## src/nvsrc_pkg.sv

```systemverilog
// constants shared by the nonvolatile sram store/recall host controller
// assumes a single 10 MHz clock; all pin timing is expressed in whole cycles
package nvsrc_pkg;

  // ==========================================================================
  // clock and timing
  localparam int CLK_PERIOD_NS           = 100;
  localparam int HW_REQUEST_MIN_PULSE_NS = 250;
  localparam int STORE_INHIBIT_DELAY_NS  = 1000;
  localparam int INHIBIT_RELEASE_TIME_NS = 700;
  localparam int DQ_FLOAT_NS             = 650;
  localparam int RECALL_DURATION_US      = 20;
  localparam int STORE_DURATION_MS       = 10;
  localparam int POWERUP_RECALL_TIME_US  = 550;

  // least times round up: the host must wait at least this long
  localparam int HW_REQUEST_MIN_PULSE_CYC = (HW_REQUEST_MIN_PULSE_NS + CLK_PERIOD_NS - 1) / CLK_PERIOD_NS;
  localparam int STORE_INHIBIT_DELAY_CYC  = (STORE_INHIBIT_DELAY_NS + CLK_PERIOD_NS - 1) / CLK_PERIOD_NS;
  localparam int INHIBIT_RELEASE_CYC      = (INHIBIT_RELEASE_TIME_NS + CLK_PERIOD_NS - 1) / CLK_PERIOD_NS;
  localparam int DQ_FLOAT_CYC             = (DQ_FLOAT_NS + CLK_PERIOD_NS - 1) / CLK_PERIOD_NS;
  localparam int RECALL_DURATION_CYC      = (RECALL_DURATION_US * 1000 + CLK_PERIOD_NS - 1) / CLK_PERIOD_NS;
  localparam int STORE_DURATION_CYC       = (STORE_DURATION_MS * 1000000 + CLK_PERIOD_NS - 1) / CLK_PERIOD_NS;
  localparam int POWERUP_RECALL_CYC       = (POWERUP_RECALL_TIME_US * 1000 + CLK_PERIOD_NS - 1) / CLK_PERIOD_NS;
  // the store line is held for the longer of the pulse minimum and the inhibit delay
  localparam int HSB_HOLD_CYC = (HW_REQUEST_MIN_PULSE_CYC > STORE_INHIBIT_DELAY_CYC) ?
                                HW_REQUEST_MIN_PULSE_CYC : STORE_INHIBIT_DELAY_CYC;

  // ==========================================================================
  // widths
  localparam int ADDR_W  = 13;
  localparam int DATA_W  = 8;
  localparam int TIMER_W = 20;
  localparam int SEQ_LEN = 6;

  // ==========================================================================
  // software sequence addresses
  localparam logic [12:0] SEQ_ADDR_0      = 13'h0000;
  localparam logic [12:0] SEQ_ADDR_1      = 13'h1555;
  localparam logic [12:0] SEQ_ADDR_2      = 13'h0AAA;
  localparam logic [12:0] SEQ_ADDR_3      = 13'h1FFF;
  localparam logic [12:0] SEQ_ADDR_4      = 13'h10F0;
  localparam logic [12:0] SEQ_ADDR_STORE  = 13'h0F0F;
  localparam logic [12:0] SEQ_ADDR_RECALL = 13'h0F0E;

  // ==========================================================================
  // user commands
  localparam logic [2:0] OP_READ     = 3'h0;
  localparam logic [2:0] OP_WRITE    = 3'h1;
  localparam logic [2:0] OP_STORE    = 3'h2;
  localparam logic [2:0] OP_RECALL   = 3'h3;
  localparam logic [2:0] OP_HW_STORE = 3'h4;

  typedef enum logic [3:0]
  {
    ST_POWERUP,
    ST_IDLE,
    ST_SETUP,
    ST_STROBE,
    ST_RELEASE,
    ST_NV_WAIT,
    ST_HW_ASSERT,
    ST_HW_WAIT,
    ST_RECOVER
  } nvsrc_state_type;

endpackage
```

## src/nvsrc_host_ctrl.sv

```systemverilog
// host controller for an 8k x 8 sram with shadow nonvolatile array
// assumes the device pins are synchronous to clk; the store/busy line is open drain
// with its pull-up resolved outside this module
//
// What this block does
// RL1: reads use chip select, output enable, strobe high
// RL2: writes use chip select and strobe low
// RL3: strobe falls before chip select on writes
// RL4: store sequence ends reading address 0F0F
// RL5: recall sequence ends reading address 0F0E
// RL6: strobe stays high through all six reads
// RL7: sequence reads drive output enable low anyway
// RL8: no other access interleaves a sequence
// RL9: data bus floats after the sixth address
// RL10: wait while a software cycle runs
// RL11: store line held low at least 250 ns
// RL12: access stays possible 1 us after line falls
// RL13: hardware store only stores written data
// RL14: no access while store line stays low
// RL15: wait 700 ns after line rises
// RL16: store line is open drain, shared
// RL17: wait 550 us power-up recall after reset
// RL18: block accesses until store or recall completes
`timescale 1ns/1ps

module nvsrc_host_ctrl
  import nvsrc_pkg::*;
#(
  parameter int STORE_CYC   = STORE_DURATION_CYC,
  parameter int POWERUP_CYC = POWERUP_RECALL_CYC
)
(
  input  wire  logic              clk,
  input  wire  logic              nrst,
  input  wire  logic              cmd_valid,
  input  wire  logic [2:0]        cmd_op,
  input  wire  logic [ADDR_W-1:0] cmd_addr,
  input  wire  logic [DATA_W-1:0] cmd_wdata,
  output logic                    cmd_ready,
  output logic                    rsp_valid,
  output logic [DATA_W-1:0]       rsp_rdata,
  output logic                    ctrl_busy,
  output logic                    written_since_store,
  output logic [ADDR_W-1:0]       address_lines,
  output logic                    chip_sel_n,
  output logic                    write_strobe_n,
  output logic                    out_enable_n,
  input  wire  logic [DATA_W-1:0] data_lines_in,
  output logic [DATA_W-1:0]       data_lines_out,
  output logic                    data_lines_oe,
  input  wire  logic              hw_store_busy_n_in,
  output logic                    hw_store_busy_n_out,
  output logic                    hw_store_busy_n_oe
);

  // ==========================================================================
  // state
  typedef struct packed
  {
    nvsrc_state_type   state;
    logic [TIMER_W-1:0] timer;
    logic [2:0]        step;
    logic              seq_recall;
    logic              op_write;
    logic              op_seq;
    logic [ADDR_W-1:0] addr;
    logic [DATA_W-1:0] wdata;
    logic [DATA_W-1:0] rdata;
    logic              rsp;
    logic              ce_n;
    logic              we_n;
    logic              oe_n;
    logic              dq_oe;
    logic              hsb_oe;
    logic              dirty;
  } nvsrc_regs_type;

  nvsrc_regs_type r_reg;
  nvsrc_regs_type r_next;

  // ==========================================================================
  // sequence address lookup
  function automatic logic [ADDR_W-1:0] seq_addr(input logic [2:0] step, input logic recall);
    case (step)
      3'h0:    seq_addr = SEQ_ADDR_0;
      3'h1:    seq_addr = SEQ_ADDR_1;
      3'h2:    seq_addr = SEQ_ADDR_2;
      3'h3:    seq_addr = SEQ_ADDR_3;
      3'h4:    seq_addr = SEQ_ADDR_4;
      default: seq_addr = recall ? SEQ_ADDR_RECALL : SEQ_ADDR_STORE; // RL4 RL5
    endcase
  endfunction

  // ==========================================================================
  // next state
  always_comb
  begin
    r_next     = r_reg;
    r_next.rsp = 1'b0;
    case (r_reg.state)
      ST_POWERUP:
      begin
        // the device recalls on its own after power-up; nothing may touch it meanwhile
        if (r_reg.timer == '0) // RL17
          r_next.state = ST_IDLE;
        else
          r_next.timer = r_reg.timer - 1'b1;
      end
      ST_IDLE:
      begin
        if (cmd_ready && cmd_valid)
        begin
          r_next.op_write = 1'b0;
          r_next.op_seq   = 1'b0;
          r_next.step     = 3'h0;
          case (cmd_op)
            OP_READ:
            begin
              r_next.addr  = cmd_addr;
              r_next.we_n  = 1'b1; // RL1
              r_next.oe_n  = 1'b0;
              r_next.state = ST_SETUP;
            end
            OP_WRITE:
            begin
              // strobe low one cycle ahead of chip select keeps the device outputs off
              r_next.addr     = cmd_addr;
              r_next.wdata    = cmd_wdata;
              r_next.op_write = 1'b1;
              r_next.we_n     = 1'b0; // RL2 RL3
              r_next.oe_n     = 1'b1;
              r_next.dq_oe    = 1'b1;
              r_next.state    = ST_SETUP;
            end
            OP_STORE, OP_RECALL:
            begin
              r_next.op_seq     = 1'b1;
              r_next.seq_recall = (cmd_op == OP_RECALL);
              r_next.addr       = seq_addr(3'h0, cmd_op == OP_RECALL);
              r_next.we_n       = 1'b1; // RL6
              r_next.oe_n       = 1'b0; // RL7
              r_next.state      = ST_SETUP;
            end
            OP_HW_STORE:
            begin
              r_next.hsb_oe = 1'b1; // RL16
              r_next.timer  = TIMER_W'(HSB_HOLD_CYC - 1);
              r_next.state  = ST_HW_ASSERT;
            end
            default:
            begin
              r_next.state = ST_IDLE;
            end
          endcase
        end
      end
      ST_SETUP:
      begin
        r_next.ce_n  = 1'b0; // RL1 RL2
        r_next.state = ST_STROBE;
      end
      ST_STROBE:
      begin
        r_next.ce_n = 1'b1;
        if (!r_reg.op_write)
          r_next.rdata = data_lines_in;
        r_next.state = ST_RELEASE;
      end
      ST_RELEASE:
      begin
        r_next.we_n  = 1'b1;
        r_next.oe_n  = 1'b1;
        r_next.dq_oe = 1'b0;
        if (r_reg.op_write)
          r_next.dirty = 1'b1; // RL13
        if (r_reg.op_seq)
        begin
          if (r_reg.step == 3'(SEQ_LEN - 1))
          begin
            // the bus stays floated for the whole nonvolatile cycle, far beyond the output float time
            r_next.timer = r_reg.seq_recall ? TIMER_W'(RECALL_DURATION_CYC - 1) :
                                              TIMER_W'(STORE_CYC - 1); // RL9 RL10
            if (!r_reg.seq_recall)
              r_next.dirty = 1'b0;
            r_next.state = ST_NV_WAIT;
          end
          else
          begin
            // the next sequence read follows straight away, no user command can slip in
            r_next.step  = r_reg.step + 3'h1; // RL8
            r_next.addr  = seq_addr(r_reg.step + 3'h1, r_reg.seq_recall);
            r_next.oe_n  = 1'b0; // RL7
            r_next.state = ST_SETUP;
          end
        end
        else
        begin
          r_next.rsp   = 1'b1;
          r_next.state = ST_IDLE;
        end
      end
      ST_NV_WAIT:
      begin
        if (r_reg.timer == '0) // RL18
        begin
          r_next.rsp   = 1'b1;
          r_next.state = ST_IDLE;
        end
        else
          r_next.timer = r_reg.timer - 1'b1;
      end
      ST_HW_ASSERT:
      begin
        // held for exactly the inhibit delay so the device has taken the request before release
        if (r_reg.timer == '0) // RL11 RL12
        begin
          r_next.hsb_oe = 1'b0;
          r_next.state  = ST_HW_WAIT;
        end
        else
          r_next.timer = r_reg.timer - 1'b1;
      end
      ST_HW_WAIT:
      begin
        // the device holds the line low while storing; a skipped store lets it rise at once
        if (hw_store_busy_n_in) // RL14 RL18
        begin
          r_next.dirty = 1'b0; // RL13
          r_next.timer = TIMER_W'(INHIBIT_RELEASE_CYC - 1);
          r_next.state = ST_RECOVER;
        end
      end
      ST_RECOVER:
      begin
        if (r_reg.timer == '0) // RL15
        begin
          r_next.rsp   = 1'b1;
          r_next.state = ST_IDLE;
        end
        else
          r_next.timer = r_reg.timer - 1'b1;
      end
      default:
      begin
        r_next.state = ST_IDLE;
      end
    endcase
  end

  // ==========================================================================
  // registers
  always_ff @(posedge clk or negedge nrst)
  begin
    if (!nrst)
    begin
      r_reg            <= '0;
      r_reg.state      <= ST_POWERUP;
      r_reg.timer      <= TIMER_W'(POWERUP_CYC - 1);
      r_reg.ce_n       <= 1'b1;
      r_reg.we_n       <= 1'b1;
      r_reg.oe_n       <= 1'b1;
    end
    else
      r_reg <= r_next;
  end

  // ==========================================================================
  // outputs
  // a line held low by any ganged device blocks new accesses here too
  assign cmd_ready           = (r_reg.state == ST_IDLE) && hw_store_busy_n_in; // RL14
  assign rsp_valid           = r_reg.rsp;
  assign rsp_rdata           = r_reg.rdata;
  assign ctrl_busy           = (r_reg.state != ST_IDLE);
  assign written_since_store = r_reg.dirty;
  assign address_lines       = r_reg.addr;
  assign chip_sel_n          = r_reg.ce_n;
  assign write_strobe_n      = r_reg.we_n;
  assign out_enable_n        = r_reg.oe_n;
  assign data_lines_out      = r_reg.wdata;
  assign data_lines_oe       = r_reg.dq_oe;
  assign hw_store_busy_n_out = 1'b0; // RL16
  assign hw_store_busy_n_oe  = r_reg.hsb_oe;

endmodule

```

## config.mk

```make
export PLATFORM = sky130hd
export DESIGN_NAME = nvsrc_host_ctrl
export DESIGN_NICKNAME = d
export VERILOG_FILES = /design/src/nvsrc_pkg.sv /design/src/nvsrc_host_ctrl.sv
export SDC_FILE = /design/constraint.sdc
export NUM_CORES = 1
export LEC_CHECK = 0
export BUFFER_PORTS_ARGS = -buffer_cell sky130_fd_sc_hd__buf_2
export CORE_MARGIN = 4
export CORE_UTILIZATION = 25
export DETAILED_ROUTE_END_ITERATION = 8
export GPL_TIMING_DRIVEN = 1
export PLACE_DENSITY = 0.54
export SLEW_MARGIN = 20
export SYNTH_ARGS = -nofsm -noshare
export SYNTH_HDL_FRONTEND = slang
export SYNTH_SLANG_ARGS = --single-unit
```

## constraint.sdc

```tcl
create_clock -name clk -period 2.7 [get_ports clk]
set_input_delay 0.135 -clock clk [delete_from_list [all_inputs] [get_ports clk]]
set_output_delay 0.135 -clock clk [all_outputs]
set_load 0.02 [all_outputs]
```

**Yosys cells after proc, flatten, opt, wreduce, memory -nomap -nowiden**

Index checks and enable logic that the tools add are counted.

- Register bits after elaboration: 66
- Bits in latches: 0
- RAM bits: 0
- ROM bits: 0
- Output and inout port bits: 39
- Memories kept: 0

- $add $sub $neg: 2
- $mul: 0
- Divide/modulo/power cells: 0
- $lt $le $gt $ge: 0
- Eq/ne operators: 30
- Shifts and indexed selects: 0
- Mux-type cells: 45
- Bitwise logic cells: 1
- Reductions and logical operators: 30

Operators by type and width:

| cell | number |
|---|---|
| 20-bit case mux with 4 select lines | 1 |
| 13-bit case mux with 5 select lines | 1 |
| 20-bit 2-to-1 mux | 3 |
| 13-bit case mux with 2 select lines | 2 |
| 51-bit 2-to-1 mux | 1 |
| 4-bit case mux with 7 select lines | 1 |
| 13-bit 2-to-1 mux | 2 |
| 24-bit 2-to-1 mux | 1 |
| 23-bit 2-to-1 mux | 1 |
| 20-bit zero test | 1 |
| 20-bit by 1-bit subtractor with 20-bit output, second input constant | 1 |
| 3-bit case mux with 2 select lines | 3 |
| 17-bit 2-to-1 mux | 1 |
| 4-bit by 3-bit == test with 1-bit output, second input constant | 4 |
| 1-bit 2-to-1 mux | 16 |
| 2-bit != test, second input constant | 7 |
| 3-bit by 2-bit == test with 1-bit output, second input constant | 4 |
| 4-bit 2-to-1 mux | 3 |
| 3-bit AND reduction | 4 |
| 4-bit AND reduction | 3 |
| 3-bit == test, second input constant | 3 |
| 3-bit 2-to-1 mux | 3 |
| 4-bit by 2-bit == test with 1-bit output, second input constant | 2 |
| 8-bit 2-to-1 mux | 1 |
| 21 further kinds | 39 |

**Logic depth before layout (Yosys ltp)**

- Word-level depth: 6
- Mapped depth: 9
- Gate-level depth less buffers: 7

**Least setup slack after synthesis**

Ideal clock, no wire load.

- Path kind: register -> register
- Start point: register r_reg[63] in the netlist's numbering
- End point: register r_reg (netlist bit data_lines_out[0])
- Library setup time: 0.125 ns
- Data arrival time: 2.031 ns
- Path slack: 0.544 ns
- Cell stages (with the launch flop): 7
- Path buffers: 2
- Clock period less this slack: 2.156 ns
- Path through: dfrtp_1 > or4b_1 > buf_2 > nor3_2 > and3b_1 > buf_4 > mux2_2

- Word-level cells in the longest chain between the ends: 4

RTL lines:

| what | RTL line | RTL |
|---|---|---|
| start: declaration | nvsrc_host_ctrl.sv:78 | `nvsrc_regs_type r_reg;` |
| start signal: assignment | nvsrc_host_ctrl.sv:264 | `r_reg <= r_next;` |
| 4-bit by 1-bit == test with 1-bit output (*) | nvsrc_host_ctrl.sv:100, nvsrc_host_ctrl.sv:270 |  |
| 1-bit logical AND | nvsrc_host_ctrl.sv:270 | `assign cmd_ready = (r_reg.state == ST_IDLE) && hw_store_busy_n_in;` |
| 1-bit logical AND | nvsrc_host_ctrl.sv:111 | `if (cmd_ready && cmd_valid)` |
| 3-bit AND reduction (no line) (*) | -- |  |

Every way passes the cells marked *; elsewhere a longest branch is shown, timed or not.
A chain may end at the register's enable or synchronous reset.

**Final worst setup path**

- Start point: register r_reg[64] in the netlist's numbering
- End point: register r_reg (netlist bit data_lines_out[6])

The elaborated chain is that of the path after synthesis.

==> summary.txt <==
crit path time final: 2.501 ns
number of buffers added for setup after CTS: 0
via/cell ratio: 5.058
H-tree levels: 3
Slew @ Worst Pin: 1.045 ns
first-pass GRT wire length: 16.51 mm
Overall Power: 5.414 mW
max reg flops: 30
worst-case clock buffer depth: 2
clock slew at reported path FFs: 0.06 ns
drt pass-1 iters: 5
Yosys Warn Count: 0
drt wl/cell: 15.68 um
Final Cell Area: 0.004504 sq mm
post-synthesis register bit count: 66
RR Endpoint: data_lines_out[6]
Hold Path Depth: 2
Hold Violations, Final: 0
ANT nets after route: 0
CTS tree: done
share of layout cells above drive strength 1: 0.3246
metal1 wirelength: 4.616 mm
largest net degree at the start of global routing: 35
Total GRT Usage: 0.1243
Syn Area/Cell: 9.387 sq um
Hold Crit Endpoint: rsp_rdata[4]
Peak VDD IR: 364.7 uV
Critical Path Start Type: flop
Nets: 496
top cells by area, synth: dfrtp_1, dfstp_2, buf_4, mux2_2, o21ai_0
met3 WL: 725 um
post-synth cell types: 62
critical hold path startpoint: data_lines_in[4]
Skew-Pair Late Insertion Delay: 0.34 ns
largest family of logic cells by synthesized area: compound AO/OA/AOI/OAI gates
filler cell count: 1532
Clock Sinks: 66
Die Ht: 130.9 um
# setup viols final: 0
RSZ-0062 raised after global routing: false
Leak: 1.986 nW
Hold Crit Class: in -> reg
Crit Path Category: reg -> reg
Top FF cell, synth: dfrtp_1
Num CTS Buffers: 9
Post-Syn Instances: 402
Max Clock Skew: 0.006272 ns
antenna cell count: 0
final core utilization: 0.3076
post-synth top area share: 0.3581
Synth Area in Compound Gates: 0.2185
vias post-DR: 3252
CP cell instances: or4b_1 -> nor3_2 -> and3b_1 -> mux2_2
post-synth top area cell: dfrtp_1
Max Cap Viol: 0
pwr dens: 1202 mW/mm^2
Highest Signal Layer: met4
post-CTS resize count: 0
Critical Path AT: 2.72 ns
status: complete, no violations
final slew viol count: 0
GRT overflow: 0
R2R setup slack: 0.20 ns
Port Buf Inserts: 73
Required @ worst endpoint: 2.92 ns
DIE AREA: 0.01712 sq mm
Period Utilization, post-route: 0.9262
Setup TNS: 0 ns
Worst Reg-to-Reg Cells: 4
FF-to-FF Start: r_reg[64]
vias in the first global route: 3215
DPL Wire Length: 7.377 mm
Max Clock Freq: 399.9 MHz
Post-CTS Hold Fix Bufs: 1
crit-path max FO: 15
XOR/XNOR Fraction of Synth Area: 0.002321
EDFF count, synth: 0
mux cell area share after synthesis: 0.05670
Post-Syn Area: 0.003774 sq mm
simple-gate portion of the synthesized area: 0.1621
chip width: 130.9 um
slowest cell on the critical path: or4b_1
# DRC: 0
Critical Path Sink Type: flop
Top-Level Pins: 75
Root Buffer Master: clkbuf_16
max incr delay on CP: 0.67 ns
area grow syn2layout: 19.36%
routed wl met2: 4.557 mm
placer's final routability congestion estimate: 0.8293
Rows: 44
sequential element share of the synthesized area: 0.4416
Syn Nets: 444
ys async rst share: 1.000
post-synthesis adder-cell area fraction: 0.01989
antenna violations before repair: 0
headroom to the max-slew limit: 0.3008
DR iter-0 viols: 206
Routed WL: 10.08 mm
dpl cell area: 0.004195 sq mm
core area: 0.01464 sq mm
starting density of the core: 0.2577
## logic make-up after synthesis
| logic type | Yosys count |
|---|---|
| other | 1 |
| buffers and inverters | 63 |
| AO/OA/AOI/OAI | 130 |
| flip-flops | 66 |
| AND/OR/NAND/NOR | 116 |
| XOR/XNOR | 1 |
| multiplexers | 19 |
| adder cells (fa/ha/maj) | 6 |
## per-stage QoR
step,setup slack [ns],cells,hold slack (ns)
after floorplan,0.5445,402,-0.1606
after global placement,0.2895,626,0.2530
after detailed placement,0.2012,626,0.2697
after CTS,0.2055,643,0.01326
after global routing,0.05689,643,0.02480
final,0.1994,643,0.02537
## worst max-delay path, delay by kind of cell (launching register included)
| family | cells | cell delay, ns |
|---|---|---|
| DFF | 1 | 0.51 |
| muxes | 1 | 0.39 |
| and+or+nand+nor | 3 | 1.48 |
## power by group
group | internal, mW | switching, mW
logic | 0.945 | 1.55
registers | 1.42 | 0.314
clock network | 0.764 | 0.420
total | 3.13 | 2.29
## layout make-up
type	instances	area [sq um]	area share
clock buffer	14	264.0	0.05861
clock inverter	2	35.03	0.007778
inverter	13	48.80	0.01083
multi-input combinational	273	1744	0.3872
sequential	66	1667	0.3700
tap	184	230.2	0.05111
timing repair buffer	91	515.5	0.1144
## cell usage in the layout, fill, tap and decap left out, drive strengths merged, types with 5 or more instances in the layout
master  netlist  final
a31oi        20     20
a21boi        7      7
a21oi        23     23
dfstp        12     12
nand3         8      8
inv          13     13
o21ai        45     45
ha            6      6
buf          39     90
mux2         19     19
clkbuf       11     14
a22oi         5      5
nor2         26     26
dfrtp        54     54
nand2        31     31
nor3         19     19
or3           5      5
nor2b         6      6
## per-layer routing
| layer | global-route usage | up-vias |
|---|---|---|
| met5 | 0 | - |
| met4 | 0.04658 | 0 |
| met3 | 0.03577 | 17 |
| met2 | 0.1858 | 127 |
| met1 | 0.1705 | 1558 |
| li1 | - | 1550 |
## cells in the mapped netlist, types with 8 or more instances
cell / instances
a21oi_1: 20
buf_4: 31
mux2_2: 19
nand2_1: 31
clkbuf_1: 11
dfstp_2: 12
inv_1: 13
nand3_1: 8
o21ai_0: 36
dfrtp_1: 54
nor3_1: 15
nor2_1: 25
a31oi_1: 20
## how the worst max path moves through the flow
stage / to / slack [ns] / start
2_1_floorplan: data_lines_out[0] / 0.54 / r_reg[63]
3_3_place_gp: data_lines_out[4] / 0.29 / r_reg[64]
3_5_place_dp: data_lines_out[5] / 0.20 / r_reg[64]
4_1_cts: data_lines_out[5] / 0.21 / r_reg[64]
5_1_grt: address_lines[2] / 0.06 / r_reg[64]
6_report: data_lines_out[6] / 0.20 / r_reg[64]
Note: power is estimated with default switching activity, not from simulation.
